===== config.mk =====
export PLATFORM = sky130hd
export DESIGN_NAME = pct_top
export DESIGN_NICKNAME = d
export VERILOG_FILES = /design/src/rtl/pct_pkg.sv /design/src/rtl/pct_top.sv
export SDC_FILE = /design/constraint.sdc
export NUM_CORES = 2
export LEC_CHECK = 0
export ABC_AREA = 1
export BUFFER_PORTS_ARGS = -buffer_cell sky130_fd_sc_hd__clkbuf_2
export CAP_MARGIN = 0
export CORE_UTILIZATION = 46
export DETAILED_ROUTE_END_ITERATION = 10
export PLACE_DENSITY = 0.61
export SYNTH_ARGS = -nofsm -noshare
export SYNTH_HDL_FRONTEND = slang
export SYNTH_SLANG_ARGS = --single-unit

===== constraint.sdc =====
create_clock -name clock -period 2.6 [get_ports clock]
set_clock_uncertainty 0.2 [all_clocks]
set_input_delay 0 -clock clock [delete_from_list [all_inputs] [get_ports clock]]
set_output_delay 0 -clock clock [all_outputs]
set_load 0.01 [all_outputs]

===== src/rtl/pct_pkg.sv =====
// package for the quad pwm / capture timer block
// assumes a 32-bit axi4-lite register bus and one 100 MHz clock
package pct_pkg;
   // register byte offsets
   localparam logic [7:0] PRESCALE_OFS = 8'h00; // prescalers of the four generator sets
   localparam logic [7:0] DIVSEL_OFS = 8'h04; // divider selects, 4 bits per timer
   localparam logic [7:0] PWM_CONTROL_OFS = 8'h08; // pwm_control
   localparam logic [7:0] CAPTURE_CONTROL_CH01_OFS = 8'h0C; // capture_control_ch01
   localparam logic [7:0] IRQ_ENABLE_OFS = 8'h1C; // period interrupt enables
   localparam logic [7:0] IRQ_FLAG_OFS = 8'h20; // period flags, write one to clear
   localparam logic [7:0] DEAD_TIME_OFS = 8'h24; // dead times, 8 bits per pair
   localparam logic [7:0] PERIOD_RELOAD_VALUE_OFS = 8'h40; // 8 words, period buffers
   localparam logic [7:0] COMPARE_OFS = 8'h60; // 8 words, compare buffers
   localparam logic [7:0] COUNT_OFS = 8'h80; // 8 words, live counts (read only)
   localparam logic [7:0] RISING_CAPTURE_LATCH_OFS = 8'hA0; // 8 words
   localparam logic [7:0] FALLING_CAPTURE_LATCH_OFS = 8'hC0; // 8 words
   // pwm_control layout, one nibble per timer: enable, continuous, invert; bit 3 dead-zone
   localparam int CTL_RUN_BIT = 0;
   localparam int CTL_CONT_BIT = 1;
   localparam int CTL_INV_BIT = 2;
   localparam int CTL_DZEN_BIT = 3;
   // capture control layout, one half word per channel
   localparam int CAP_INV_BIT = 0;
   localparam int CAP_RISE_IE_BIT = 1;
   localparam int CAP_FALL_IE_BIT = 2;
   localparam int CAP_EN_BIT = 3;
   localparam int CAP_IRQ_FLAG_BIT = 4;
   localparam int CAP_RISE_SEEN_BIT = 6;
   localparam int CAP_FALL_SEEN_BIT = 7;
   // reset values
   localparam logic [31:0] REG_RESET = 32'h0000_0000;
   localparam logic [15:0] CNT_RESET = 16'h0000;
   // divider codes: 0 -> /2, 1 -> /4, 2 -> /8, 3 -> /16, 4 -> /1
   localparam logic [2:0] DIV_BY1_CODE = 3'h4;
   localparam int AXI_OKAY = 0;
   localparam logic [1:0] RESP_OKAY = 2'h0;
   localparam logic [1:0] RESP_SLVERR = 2'h2;
endpackage


===== src/rtl/pct_top.sv =====
// quad pwm generator and capture timer with an axi4-lite register slave
// assumes capture inputs already synchronous to clock; pins are driven while pwm, released in capture
// Functional notes
// four sets, eight channels or four pairs
// 8-bit prescaler then divider 1..16 per timer
// two 16-bit down-counters, comparators, one dead-zone
// period flag set when counter reaches zero
// interrupt only when flag's enable set
// dead-zone enable pairs outputs 0,1 off timer 0
// pairs 2-3,4-5,6-7 use timers 2,4,6
// buffers load into counter/comparator at zero
// continuous mode reloads period and repeats
// one-shot halts at zero, one interrupt
// output toggles when count equals compare
// capture enable turns pin into input
// capture channel n uses timer n
// software sets timer before enabling capture
// rising edge latches count into rising latch
// falling edge latches count into falling latch
// separate rising/falling capture interrupt enables
// capture interrupt reloads the timer counter
// each channel has latches and flag
// dead time delays both active edges
// capture flag sticky until software clears
//
// Design decisions made here: register access over AXI4-Lite and the register addresses.
`timescale 1ns/100ps
module pct_top (
   input wire logic clock,
   input wire logic rst,
   input wire logic [7:0] awaddr,
   input wire logic awvalid,
   output logic awready,
   input wire logic [31:0] wdata,
   input wire logic [3:0] wstrb,
   input wire logic wvalid,
   output logic wready,
   output logic [1:0] bresp,
   output logic bvalid,
   input wire logic bready,
   input wire logic [7:0] araddr,
   input wire logic arvalid,
   output logic arready,
   output logic [31:0] rdata,
   output logic [1:0] rresp,
   output logic rvalid,
   input wire logic rready,
   input wire logic [7:0] pwm_in, // pin inputs, used in capture mode
   output logic [7:0] pwm_out_0_to_7, // pin outputs
   output logic [7:0] pwm_oe_n, // low while the block drives the pin
   output logic pwm_irq // period or capture interrupt request
);
   // ---------------- register state ----------------
   logic [31:0] prescale_reg, prescale_next;
   logic [31:0] divsel_reg, divsel_next;
   logic [31:0] ctl_reg, ctl_next;
   logic [7:0] ien_reg, ien_next;
   logic [31:0] dead_reg, dead_next;
   logic [15:0] cap_ctl_reg [0:7]; // capture control per channel
   logic [15:0] cap_ctl_next [0:7];
   logic [15:0] per_buf_reg [0:7]; // period buffers
   logic [15:0] per_buf_next [0:7];
   logic [15:0] cmp_buf_reg [0:7]; // compare buffers
   logic [15:0] cmp_buf_next [0:7];
   // bus handshake state
   logic aw_held_reg, aw_held_next;
   logic [7:0] aw_addr_reg, aw_addr_next;
   logic w_held_reg, w_held_next;
   logic [31:0] w_data_reg, w_data_next;
   logic [3:0] w_strb_reg, w_strb_next;
   logic bvalid_reg, bvalid_next;
   logic [1:0] bresp_reg, bresp_next;
   logic rvalid_reg, rvalid_next;
   logic [31:0] rdata_reg, rdata_next;
   logic [1:0] rresp_reg, rresp_next;
   // timer state
   logic [7:0] pre_cnt_reg [0:3]; // prescaler counters
   logic [7:0] pre_cnt_next [0:3];
   logic [3:0] div_cnt_reg [0:3]; // divider counters, shared by both timers of a set
   logic [3:0] div_cnt_next [0:3];
   logic [15:0] cnt_reg [0:7];
   logic [15:0] cnt_next [0:7];
   logic [15:0] cmp_reg [0:7]; // active compare values
   logic [15:0] cmp_next [0:7];
   logic [7:0] lvl_reg, lvl_next; // raw pwm levels
   logic [7:0] pflag_reg, pflag_next; // period flags
   logic [7:0] in_d_reg, in_d_next; // previous capture input
   logic [15:0] rise_lat_reg [0:7];
   logic [15:0] rise_lat_next [0:7];
   logic [15:0] fall_lat_reg [0:7];
   logic [15:0] fall_lat_next [0:7];
   logic [7:0] dz_cnt_reg [0:7]; // dead-time counters, one per output
   logic [7:0] dz_cnt_next [0:7];
   logic [7:0] out_reg, out_next;
   // write decode signals
   logic wr_go;
   logic [7:0] wa;
   logic [31:0] wd;
   logic pre_tick [0:3];
   logic [7:0] tick;
   logic [7:0] zero_hit;
   logic [7:0] done_reg, done_next; // one-shot timers parked at zero
   localparam logic [7:0] COUNT_OFS_L = pct_pkg::COUNT_OFS;
   localparam logic [7:0] DEAD_TIME_OFS_L = pct_pkg::DEAD_TIME_OFS;
   localparam logic [7:0] PER_OFS_L = pct_pkg::PERIOD_RELOAD_VALUE_OFS;

   // the write fires once both address and data are held and no response waits
   always_comb begin
      wr_go = aw_held_reg && w_held_reg && !bvalid_reg;
      wa = aw_addr_reg;
      wd = w_data_reg;
   end

   // ---------------- axi4-lite handshake ----------------
   // one write and one read in flight; ready is low while a beat is held
   always_comb begin
      awready = !aw_held_reg;
      wready = !w_held_reg;
      arready = !rvalid_reg;
      bvalid = bvalid_reg;
      bresp = bresp_reg;
      rvalid = rvalid_reg;
      rdata = rdata_reg;
      rresp = rresp_reg;
      aw_held_next = aw_held_reg;
      aw_addr_next = aw_addr_reg;
      w_held_next = w_held_reg;
      w_data_next = w_data_reg;
      w_strb_next = w_strb_reg;
      bvalid_next = bvalid_reg;
      bresp_next = bresp_reg;
      if (awvalid && !aw_held_reg) begin
         aw_held_next = 1'b1;
         aw_addr_next = awaddr;
      end
      if (wvalid && !w_held_reg) begin
         w_held_next = 1'b1;
         w_data_next = wdata;
         w_strb_next = wstrb;
      end
      if (wr_go) begin
         aw_held_next = 1'b0;
         w_held_next = 1'b0;
         bvalid_next = 1'b1;
         // count and latch words are read only, unmapped answers slverr
         if (wa[1:0] != 2'h0 || wa >= COUNT_OFS_L || (wa > DEAD_TIME_OFS_L && wa < PER_OFS_L)) begin
            bresp_next = pct_pkg::RESP_SLVERR;
         end else begin
            bresp_next = pct_pkg::RESP_OKAY;
         end
      end else if (bvalid_reg && bready) begin
         bvalid_next = 1'b0;
      end
   end

   // read mux; flags and latches show the block's own state
   always_comb begin
      rvalid_next = rvalid_reg;
      rdata_next = rdata_reg;
      rresp_next = rresp_reg;
      if (arvalid && !rvalid_reg) begin
         rvalid_next = 1'b1;
         rresp_next = pct_pkg::RESP_OKAY;
         rdata_next = 32'h0000_0000;
         if (araddr == pct_pkg::PRESCALE_OFS) begin
            rdata_next = prescale_reg;
         end else if (araddr == pct_pkg::DIVSEL_OFS) begin
            rdata_next = divsel_reg;
         end else if (araddr == pct_pkg::PWM_CONTROL_OFS) begin
            rdata_next = ctl_reg;
         end else if (araddr >= pct_pkg::CAPTURE_CONTROL_CH01_OFS && araddr < 8'h1C
                      && araddr[1:0] == 2'h0) begin
            rdata_next = {cap_ctl_reg[{araddr[3:2] - 2'h3, 1'b1}],
                          cap_ctl_reg[{araddr[3:2] - 2'h3, 1'b0}]};
         end else if (araddr == pct_pkg::IRQ_ENABLE_OFS) begin
            rdata_next = {24'h00_0000, ien_reg};
         end else if (araddr == pct_pkg::IRQ_FLAG_OFS) begin
            rdata_next = {24'h00_0000, pflag_reg};
         end else if (araddr == pct_pkg::DEAD_TIME_OFS) begin
            rdata_next = dead_reg;
         end else if (araddr[1:0] == 2'h0 && araddr >= PER_OFS_L && araddr < 8'hE0) begin
            case (araddr[7:5])
               3'h2: rdata_next = {16'h0000, per_buf_reg[araddr[4:2]]};
               3'h3: rdata_next = {16'h0000, cmp_buf_reg[araddr[4:2]]};
               3'h4: rdata_next = {16'h0000, cnt_reg[araddr[4:2]]};
               3'h5: rdata_next = {16'h0000, rise_lat_reg[araddr[4:2]]};
               default: rdata_next = {16'h0000, fall_lat_reg[araddr[4:2]]};
            endcase
         end else begin
            rresp_next = pct_pkg::RESP_SLVERR; // unmapped address
         end
      end else if (rvalid_reg && rready) begin
         rvalid_next = 1'b0;
      end
   end

   // ---------------- control register writes ----------------
   // byte enables honoured on the wide control words
   function automatic logic [31:0] merge(input logic [31:0] old, input logic [31:0] nw,
                                         input logic [3:0] st);
      logic [31:0] r;
      r = old;
      for (int b = 0; b < 4; b++) begin
         if (st[b]) begin
            r[b*8 +: 8] = nw[b*8 +: 8];
         end
      end
      return r;
   endfunction

   always_comb begin
      prescale_next = prescale_reg;
      divsel_next = divsel_reg;
      ctl_next = ctl_reg;
      ien_next = ien_reg;
      dead_next = dead_reg;
      if (wr_go && wa == pct_pkg::PRESCALE_OFS) begin
         prescale_next = merge(prescale_reg, wd, w_strb_reg);
      end else if (wr_go && wa == pct_pkg::DIVSEL_OFS) begin
         divsel_next = merge(divsel_reg, wd, w_strb_reg);
      end else if (wr_go && wa == pct_pkg::PWM_CONTROL_OFS) begin
         ctl_next = merge(ctl_reg, wd, w_strb_reg);
      end else if (wr_go && wa == pct_pkg::IRQ_ENABLE_OFS && w_strb_reg[0]) begin
         ien_next = wd[7:0];
      end else if (wr_go && wa == pct_pkg::DEAD_TIME_OFS) begin
         dead_next = merge(dead_reg, wd, w_strb_reg);
      end
   end

   // ---------------- prescaler and divider per generator set ----------------
   for (genvar s = 0; s < 4; s++) begin : g_set
      always_comb begin
         pre_tick[s] = (pre_cnt_reg[s] == 8'h00);
         pre_cnt_next[s] = pre_tick[s] ? prescale_reg[s*8 +: 8] : pre_cnt_reg[s] - 8'h01;
         div_cnt_next[s] = pre_tick[s] ? div_cnt_reg[s] + 4'h1 : div_cnt_reg[s];
      end
   end

   // ---------------- per-channel timer, compare, capture, dead zone ----------------
   for (genvar c = 0; c < 8; c++) begin : g_ch
      logic [2:0] dsel;
      logic run, cont, inv, cap_en, rise, fall, cap_irq, pair_dz, src_lvl, want;
      logic [15:0] cc_w;
      always_comb begin
         dsel = divsel_reg[c*4 +: 3];
         run = ctl_reg[c*4 + pct_pkg::CTL_RUN_BIT];
         cont = ctl_reg[c*4 + pct_pkg::CTL_CONT_BIT];
         inv = ctl_reg[c*4 + pct_pkg::CTL_INV_BIT];
         cap_en = cap_ctl_reg[c][pct_pkg::CAP_EN_BIT];
         // clock selector: divider bit edge, or every prescaler tick for /1
         if (dsel == pct_pkg::DIV_BY1_CODE) begin
            tick[c] = pre_tick[c/2] && run;
         end else begin
            tick[c] = pre_tick[c/2] && run && (div_cnt_reg[c/2] & ((4'h2 << dsel) - 4'h1)) == 4'h0;
         end
         zero_hit[c] = tick[c] && cnt_reg[c] == 16'h0000 && !done_reg[c];
         rise = cap_en && pwm_in[c] && !in_d_reg[c];
         fall = cap_en && !pwm_in[c] && in_d_reg[c];
         cap_irq = (rise && cap_ctl_reg[c][pct_pkg::CAP_RISE_IE_BIT])
                   || (fall && cap_ctl_reg[c][pct_pkg::CAP_FALL_IE_BIT]);
         in_d_next[c] = pwm_in[c];
         // counter: reload on zero or on capture interrupt, halt in one-shot
         cnt_next[c] = cnt_reg[c];
         cmp_next[c] = cmp_reg[c];
         lvl_next[c] = lvl_reg[c];
         if (!run) begin
            cnt_next[c] = per_buf_reg[c];
            cmp_next[c] = cmp_buf_reg[c];
            lvl_next[c] = 1'b0;
         end else if (cap_irq) begin
            cnt_next[c] = per_buf_reg[c];
         end else if (zero_hit[c]) begin
            cmp_next[c] = cmp_buf_reg[c];
            lvl_next[c] = 1'b0;
            if (cont) begin
               cnt_next[c] = per_buf_reg[c];
            end
         end else if (tick[c] && !(cnt_reg[c] == 16'h0000 && !cont)) begin
            cnt_next[c] = cnt_reg[c] - 16'h0001;
            if (cnt_reg[c] - 16'h0001 == cmp_reg[c]) begin
               lvl_next[c] = 1'b1;
            end
         end
         // one-shot: once parked, no further zero hits, so exactly one flag
         done_next[c] = (done_reg[c] || (zero_hit[c] && !cont)) && run;
         pflag_next[c] = pflag_reg[c];
         if (wr_go && wa == pct_pkg::IRQ_FLAG_OFS && wd[c]) begin
            pflag_next[c] = 1'b0;
         end
         if (zero_hit[c]) begin
            pflag_next[c] = 1'b1; // set wins over clear
         end
         // latches, flag and capture control register
         rise_lat_next[c] = rise ? cnt_reg[c] : rise_lat_reg[c];
         fall_lat_next[c] = fall ? cnt_reg[c] : fall_lat_reg[c];
         cc_w = c[0] ? wd[31:16] : wd[15:0];
         cap_ctl_next[c] = cap_ctl_reg[c];
         if (wr_go && wa == pct_pkg::CAPTURE_CONTROL_CH01_OFS + 8'(4 * (c / 2))) begin
            cap_ctl_next[c][3:0] = cc_w[3:0];
            // write one clears sticky bits
            cap_ctl_next[c][7:4] = cap_ctl_reg[c][7:4] & ~cc_w[7:4];
         end
         if (cap_irq) begin
            cap_ctl_next[c][pct_pkg::CAP_IRQ_FLAG_BIT] = 1'b1;
         end
         if (rise) begin
            cap_ctl_next[c][pct_pkg::CAP_RISE_SEEN_BIT] = 1'b1;
         end
         if (fall) begin
            cap_ctl_next[c][pct_pkg::CAP_FALL_SEEN_BIT] = 1'b1;
         end
         // buffer registers
         per_buf_next[c] = per_buf_reg[c];
         cmp_buf_next[c] = cmp_buf_reg[c];
         if (wr_go && wa == pct_pkg::PERIOD_RELOAD_VALUE_OFS + 8'(4 * c)) begin
            per_buf_next[c] = wd[15:0];
         end
         if (wr_go && wa == pct_pkg::COMPARE_OFS + 8'(4 * c)) begin
            cmp_buf_next[c] = wd[15:0];
         end
         // complementary pairs take the even timer; odd output is its inverse
         pair_dz = ctl_reg[(c/2)*8 + pct_pkg::CTL_DZEN_BIT];
         src_lvl = (pair_dz && c[0]) ? !lvl_reg[c-c%2] : lvl_reg[pair_dz ? c-c%2 : c];
         want = src_lvl ^ inv;
         // dead time: a rising edge waits out the programmed count
         dz_cnt_next[c] = dz_cnt_reg[c];
         out_next[c] = out_reg[c];
         if (!pair_dz || !want) begin
            out_next[c] = pair_dz ? 1'b0 : want;
            dz_cnt_next[c] = dead_reg[(c/2)*8 +: 8];
         end else if (dz_cnt_reg[c] == 8'h00) begin
            out_next[c] = 1'b1;
         end else begin
            dz_cnt_next[c] = dz_cnt_reg[c] - 8'h01;
         end
         pwm_oe_n[c] = cap_en;
      end
   end

   // interrupt request from enabled period flags or any capture flag
   always_comb begin
      pwm_irq = |(pflag_reg & ien_reg);
      for (int c = 0; c < 8; c++) begin
         pwm_irq = pwm_irq | cap_ctl_reg[c][pct_pkg::CAP_IRQ_FLAG_BIT];
      end
      pwm_out_0_to_7 = out_reg;
   end

   // ---------------- registers ----------------
   always_ff @(posedge clock) begin
      if (rst) begin
         prescale_reg <= pct_pkg::REG_RESET;
         divsel_reg <= pct_pkg::REG_RESET;
         ctl_reg <= pct_pkg::REG_RESET;
         ien_reg <= 8'h00;
         dead_reg <= pct_pkg::REG_RESET;
         aw_held_reg <= 1'b0;
         aw_addr_reg <= 8'h00;
         w_held_reg <= 1'b0;
         w_data_reg <= 32'h0000_0000;
         w_strb_reg <= 4'h0;
         bvalid_reg <= 1'b0;
         bresp_reg <= 2'h0;
         rvalid_reg <= 1'b0;
         rdata_reg <= 32'h0000_0000;
         rresp_reg <= 2'h0;
         lvl_reg <= 8'h00;
         pflag_reg <= 8'h00;
         in_d_reg <= 8'h00;
         out_reg <= 8'h00;
         done_reg <= 8'h00;
         for (int i = 0; i < 4; i++) begin
            pre_cnt_reg[i] <= 8'h00;
            div_cnt_reg[i] <= 4'h0;
         end
         for (int i = 0; i < 8; i++) begin
            cap_ctl_reg[i] <= 16'h0000;
            per_buf_reg[i] <= pct_pkg::CNT_RESET;
            cmp_buf_reg[i] <= pct_pkg::CNT_RESET;
            cnt_reg[i] <= pct_pkg::CNT_RESET;
            cmp_reg[i] <= pct_pkg::CNT_RESET;
            rise_lat_reg[i] <= pct_pkg::CNT_RESET;
            fall_lat_reg[i] <= pct_pkg::CNT_RESET;
            dz_cnt_reg[i] <= 8'h00;
         end
      end else begin
         prescale_reg <= prescale_next;
         divsel_reg <= divsel_next;
         ctl_reg <= ctl_next;
         ien_reg <= ien_next;
         dead_reg <= dead_next;
         aw_held_reg <= aw_held_next;
         aw_addr_reg <= aw_addr_next;
         w_held_reg <= w_held_next;
         w_data_reg <= w_data_next;
         w_strb_reg <= w_strb_next;
         bvalid_reg <= bvalid_next;
         bresp_reg <= bresp_next;
         rvalid_reg <= rvalid_next;
         rdata_reg <= rdata_next;
         rresp_reg <= rresp_next;
         lvl_reg <= lvl_next;
         pflag_reg <= pflag_next;
         in_d_reg <= in_d_next;
         out_reg <= out_next;
         done_reg <= done_next;
         pre_cnt_reg <= pre_cnt_next;
         div_cnt_reg <= div_cnt_next;
         cap_ctl_reg <= cap_ctl_next;
         per_buf_reg <= per_buf_next;
         cmp_buf_reg <= cmp_buf_next;
         cnt_reg <= cnt_next;
         cmp_reg <= cmp_next;
         rise_lat_reg <= rise_lat_next;
         fall_lat_reg <= fall_lat_next;
         dz_cnt_reg <= dz_cnt_next;
      end
   end
endmodule


==> flow_metrics.tcl <==
set metrics [dict create \
    synth_seq_area_share 0.424 \
    synth.top_cell.area_share 0.424 \
    clockBufferDepth 3 \
    cts_tree "yes" \
    hold_ws_ns 0.0380 \
    synth_edf_count 0 \
    clk_latency_ns 0.80 \
    use_met2 0.596 \
    finalHoldViolCount 0 \
    cp-end-kind "flop" \
    leakagePower_nw 29.9 \
    cp_slowest_cell "o21ai_0" \
    grt.met3_usage 0.0889 \
    io_buffers 122 \
    grt_overflow 0 \
    route.detailed.drc 0 \
    tightest_slew_ns 1.07 \
    critPathMaxStageDelay_ns 0.46 \
    die_w_um 353 \
    status "finished, violations left" \
    clock_sinks 1202 \
    syn_area_um2 56700 \
    cts_buffers 138 \
    use_met1 0.540 \
    grt_usage 0.403 \
    fp.dieArea_um2 125000 \
    htreeDepth 4 \
    drtIter0Drc 8195 \
    path_class "reg -> reg" \
    final.fill_count 11500 \
    fin_crit_sh 1.01 \
    regArea_um2 24100 \
    power.density_nw_per_um2 635 \
    syn_avg_cell_area_um2 7.24 \
    synth_ff_type "dfxtp_1" \
    wl_mm 262 \
    root_buffer "clkbuf_16" \
    core_um2 122000 \
    final_nets 8638 \
    yosysWarningCount 0 \
    viasPerCell 5.89 \
    yosysUniqueCellTypes 68 \
    fmax_mhz 381 \
    hpwl_mm 193 \
    final_cells 10300 \
    yosys-top-cells-area "dfxtp_1 42%, o21ai_0 12%, a21oi_1 10%" \
    rows 128 \
    required_ns 3.04 \
    vias 60500 \
    io-pin-count 125 \
    finalMaxSlewViolations 0 \
    finalCriticalPeriod_ns 2.62 \
    maxCapViolCount 0 \
    antenna_found_initial 8 \
    grt_start_max_net_pins 99 \
    ant_nets 0 \
    irDropWorstVdd_v 0.000746 \
    die_y_um 353 \
    grt_pass1_vias 54700 \
    arrival_ns 3.06 \
    multi_input_area_um2 28200 \
    path_common_cell "nand2_1" \
    start_util 0.465 \
    violations "setup timing" \
    hold_path.class "in -> reg" \
    first_pass_iters 7 \
    r2r_setup_slack_ns -0.02 \
    clk_pin_slew_ns 0.06 \
    top_usage_layer "met2" \
    setup_slack_ns -0.0227 \
    slew_headroom 0.281 \
    critPathLaunchType "flop" \
    setup_viol 2 \
    crit_chain "o21ai_0 -> o21ai_0 -> o211ai_1 -> nand4_1 -> nand3_1 -> nand3_1 -> nand2_1 -> nand2_1 -> nand2_1 -> a21oi_1" \
    area_delta_synth_final_pct 26.0 \
    power_mw 45.4 \
    gp_congestion 1.04 \
    synth_area_leader_cell "dfxtp_1" \
    drive_gt1_frac 0.169 \
    dp.cells 9840 \
    routedWlPerCell_um 25.5 \
    synth-async-reset-ratio 0 \
    synth_cells 7842 \
    path_max_fanout 3 \
    rsz0062_at_grt "true" \
    grt_pass1_wl_mm 372 \
    fin_setup_tns_ns -0.0401 \
    synth-seq-cells 1202 \
]
-- where the power goes --
part | switching [mW] | internal (mW)
Combinational | 3.66 | 2.17
Clock | 8.32 | 12.1
Sequential | 0.325 | 18.8
-- cell usage in the layout, fill, tap and decap left out, types with 38 or more instances in the layout --
master,n
nand3_1,267
inv_1,703
a21oi_1,1171
clkbuf_8,38
xnor2_1,56
buf_4,704
o22ai_1,47
buf_12,95
nand2_1,840
inv_2,40
nand4_1,48
o21ai_1,49
o211ai_1,173
xor2_1,202
dfxtp_1,1191
clkbuf_16,150
nor2_1,698
o21ai_0,1347
dlygate4sd3_1,126
clkbuf_2,118
nor3_1,42
nor2_2,50
-- final timing paths --
kind / from / endpoint / depth (start not counted)
worst max-delay path: cmp_buf_reg[110] / rdata[14] / 10
worst max register to register: cmp_buf_reg[110] / rdata[14] / 10
worst min register to register: rise_lat_reg[17] / rise_lat_reg[17] / 2
worst min-delay path: awaddr[2] / aw_addr_reg[2] / 4
-- synth_stat cells (10+ instances only) --
library cell / number
or2_2: 19
a22oi_1: 25
nand4_1: 48
a21oi_1: 1183
buf_1: 10
o211ai_1: 173
nand3_1: 275
inv_1: 733
o221ai_1: 17
buf_4: 54
nor2_1: 738
xor2_1: 210
ha_1: 40
o21ai_0: 1388
nor3_2: 13
buf_2: 112
nand2_1: 864
a211oi_1: 14
nor4_1: 18
a32o_1: 13
inv_2: 20
clkinv_1: 11
o21ai_1: 19
clkbuf_1: 336
nor2_2: 22
xnor2_1: 56
nor3_1: 53
o22ai_1: 49
dfxtp_1: 1202
a221oi_1: 17
-- per-layer routing --
metal,part of all wire,wire [um]
met5,0.00021,55
met1,0.41,107000
met2,0.42,111000
met3,0.10,26900
met4,0.066,17400
-- critical path, delay by kind of cell, from the launching register on --
family	cells	cell delay, ns
compound gates	4	1.08
simple gates	6	0.84
flops	1	0.34
-- stage by stage --
step,area (um^2),setup WS [ns],util
floorplan,56700,0.148,-
global placement,64000,-0.175,0.524
detailed placement,64000,-0.181,0.524
CTS,70300,0.00293,0.576
global route,71500,-0.0879,0.586
finish,71500,-0.0227,0.586
-- final cells by class --
class / instances / area share
diodes: 3 / 0.000105
clock buffers: 205 / 0.0583
clock inverters: 43 / 0.00758
inverters: 768 / 0.0413
multi-input cells: 5351 / 0.395
flip-flops and latches: 1202 / 0.337
well taps: 1625 / 0.0284
repair buffers: 1067 / 0.132
repair inverters: 3 / 0.000350
-- logic make-up (layout without fill, tap and decap cells) --
family                   after synthesis  count (layout)  share of synthesized area
buffers and inverters               1290            2086                     0.0928
AO/OA/AOI/OAI                       2947            2947                      0.277
AND/OR/NAND/NOR                     2091            2091                      0.156
other                                  1               5                  0.0000661
adder cells (fa/ha/maj)               40              40                    0.00882
XOR/XNOR                             267             267                     0.0413
multiplexers                           4               4                   0.000706
flip-flops                          1202            1202                      0.424
-- repair_timing --
item,4_1_cts,5_1_grt
buffers inserted,13,23
hold buffers,127,0
gates cloned,2,12
endpoints found under the setup margin,89,333
gates resized for setup,45,223
hold endpoints to repair,446,0
pin swaps,14,67
Power figures use the tool's default switching activity.
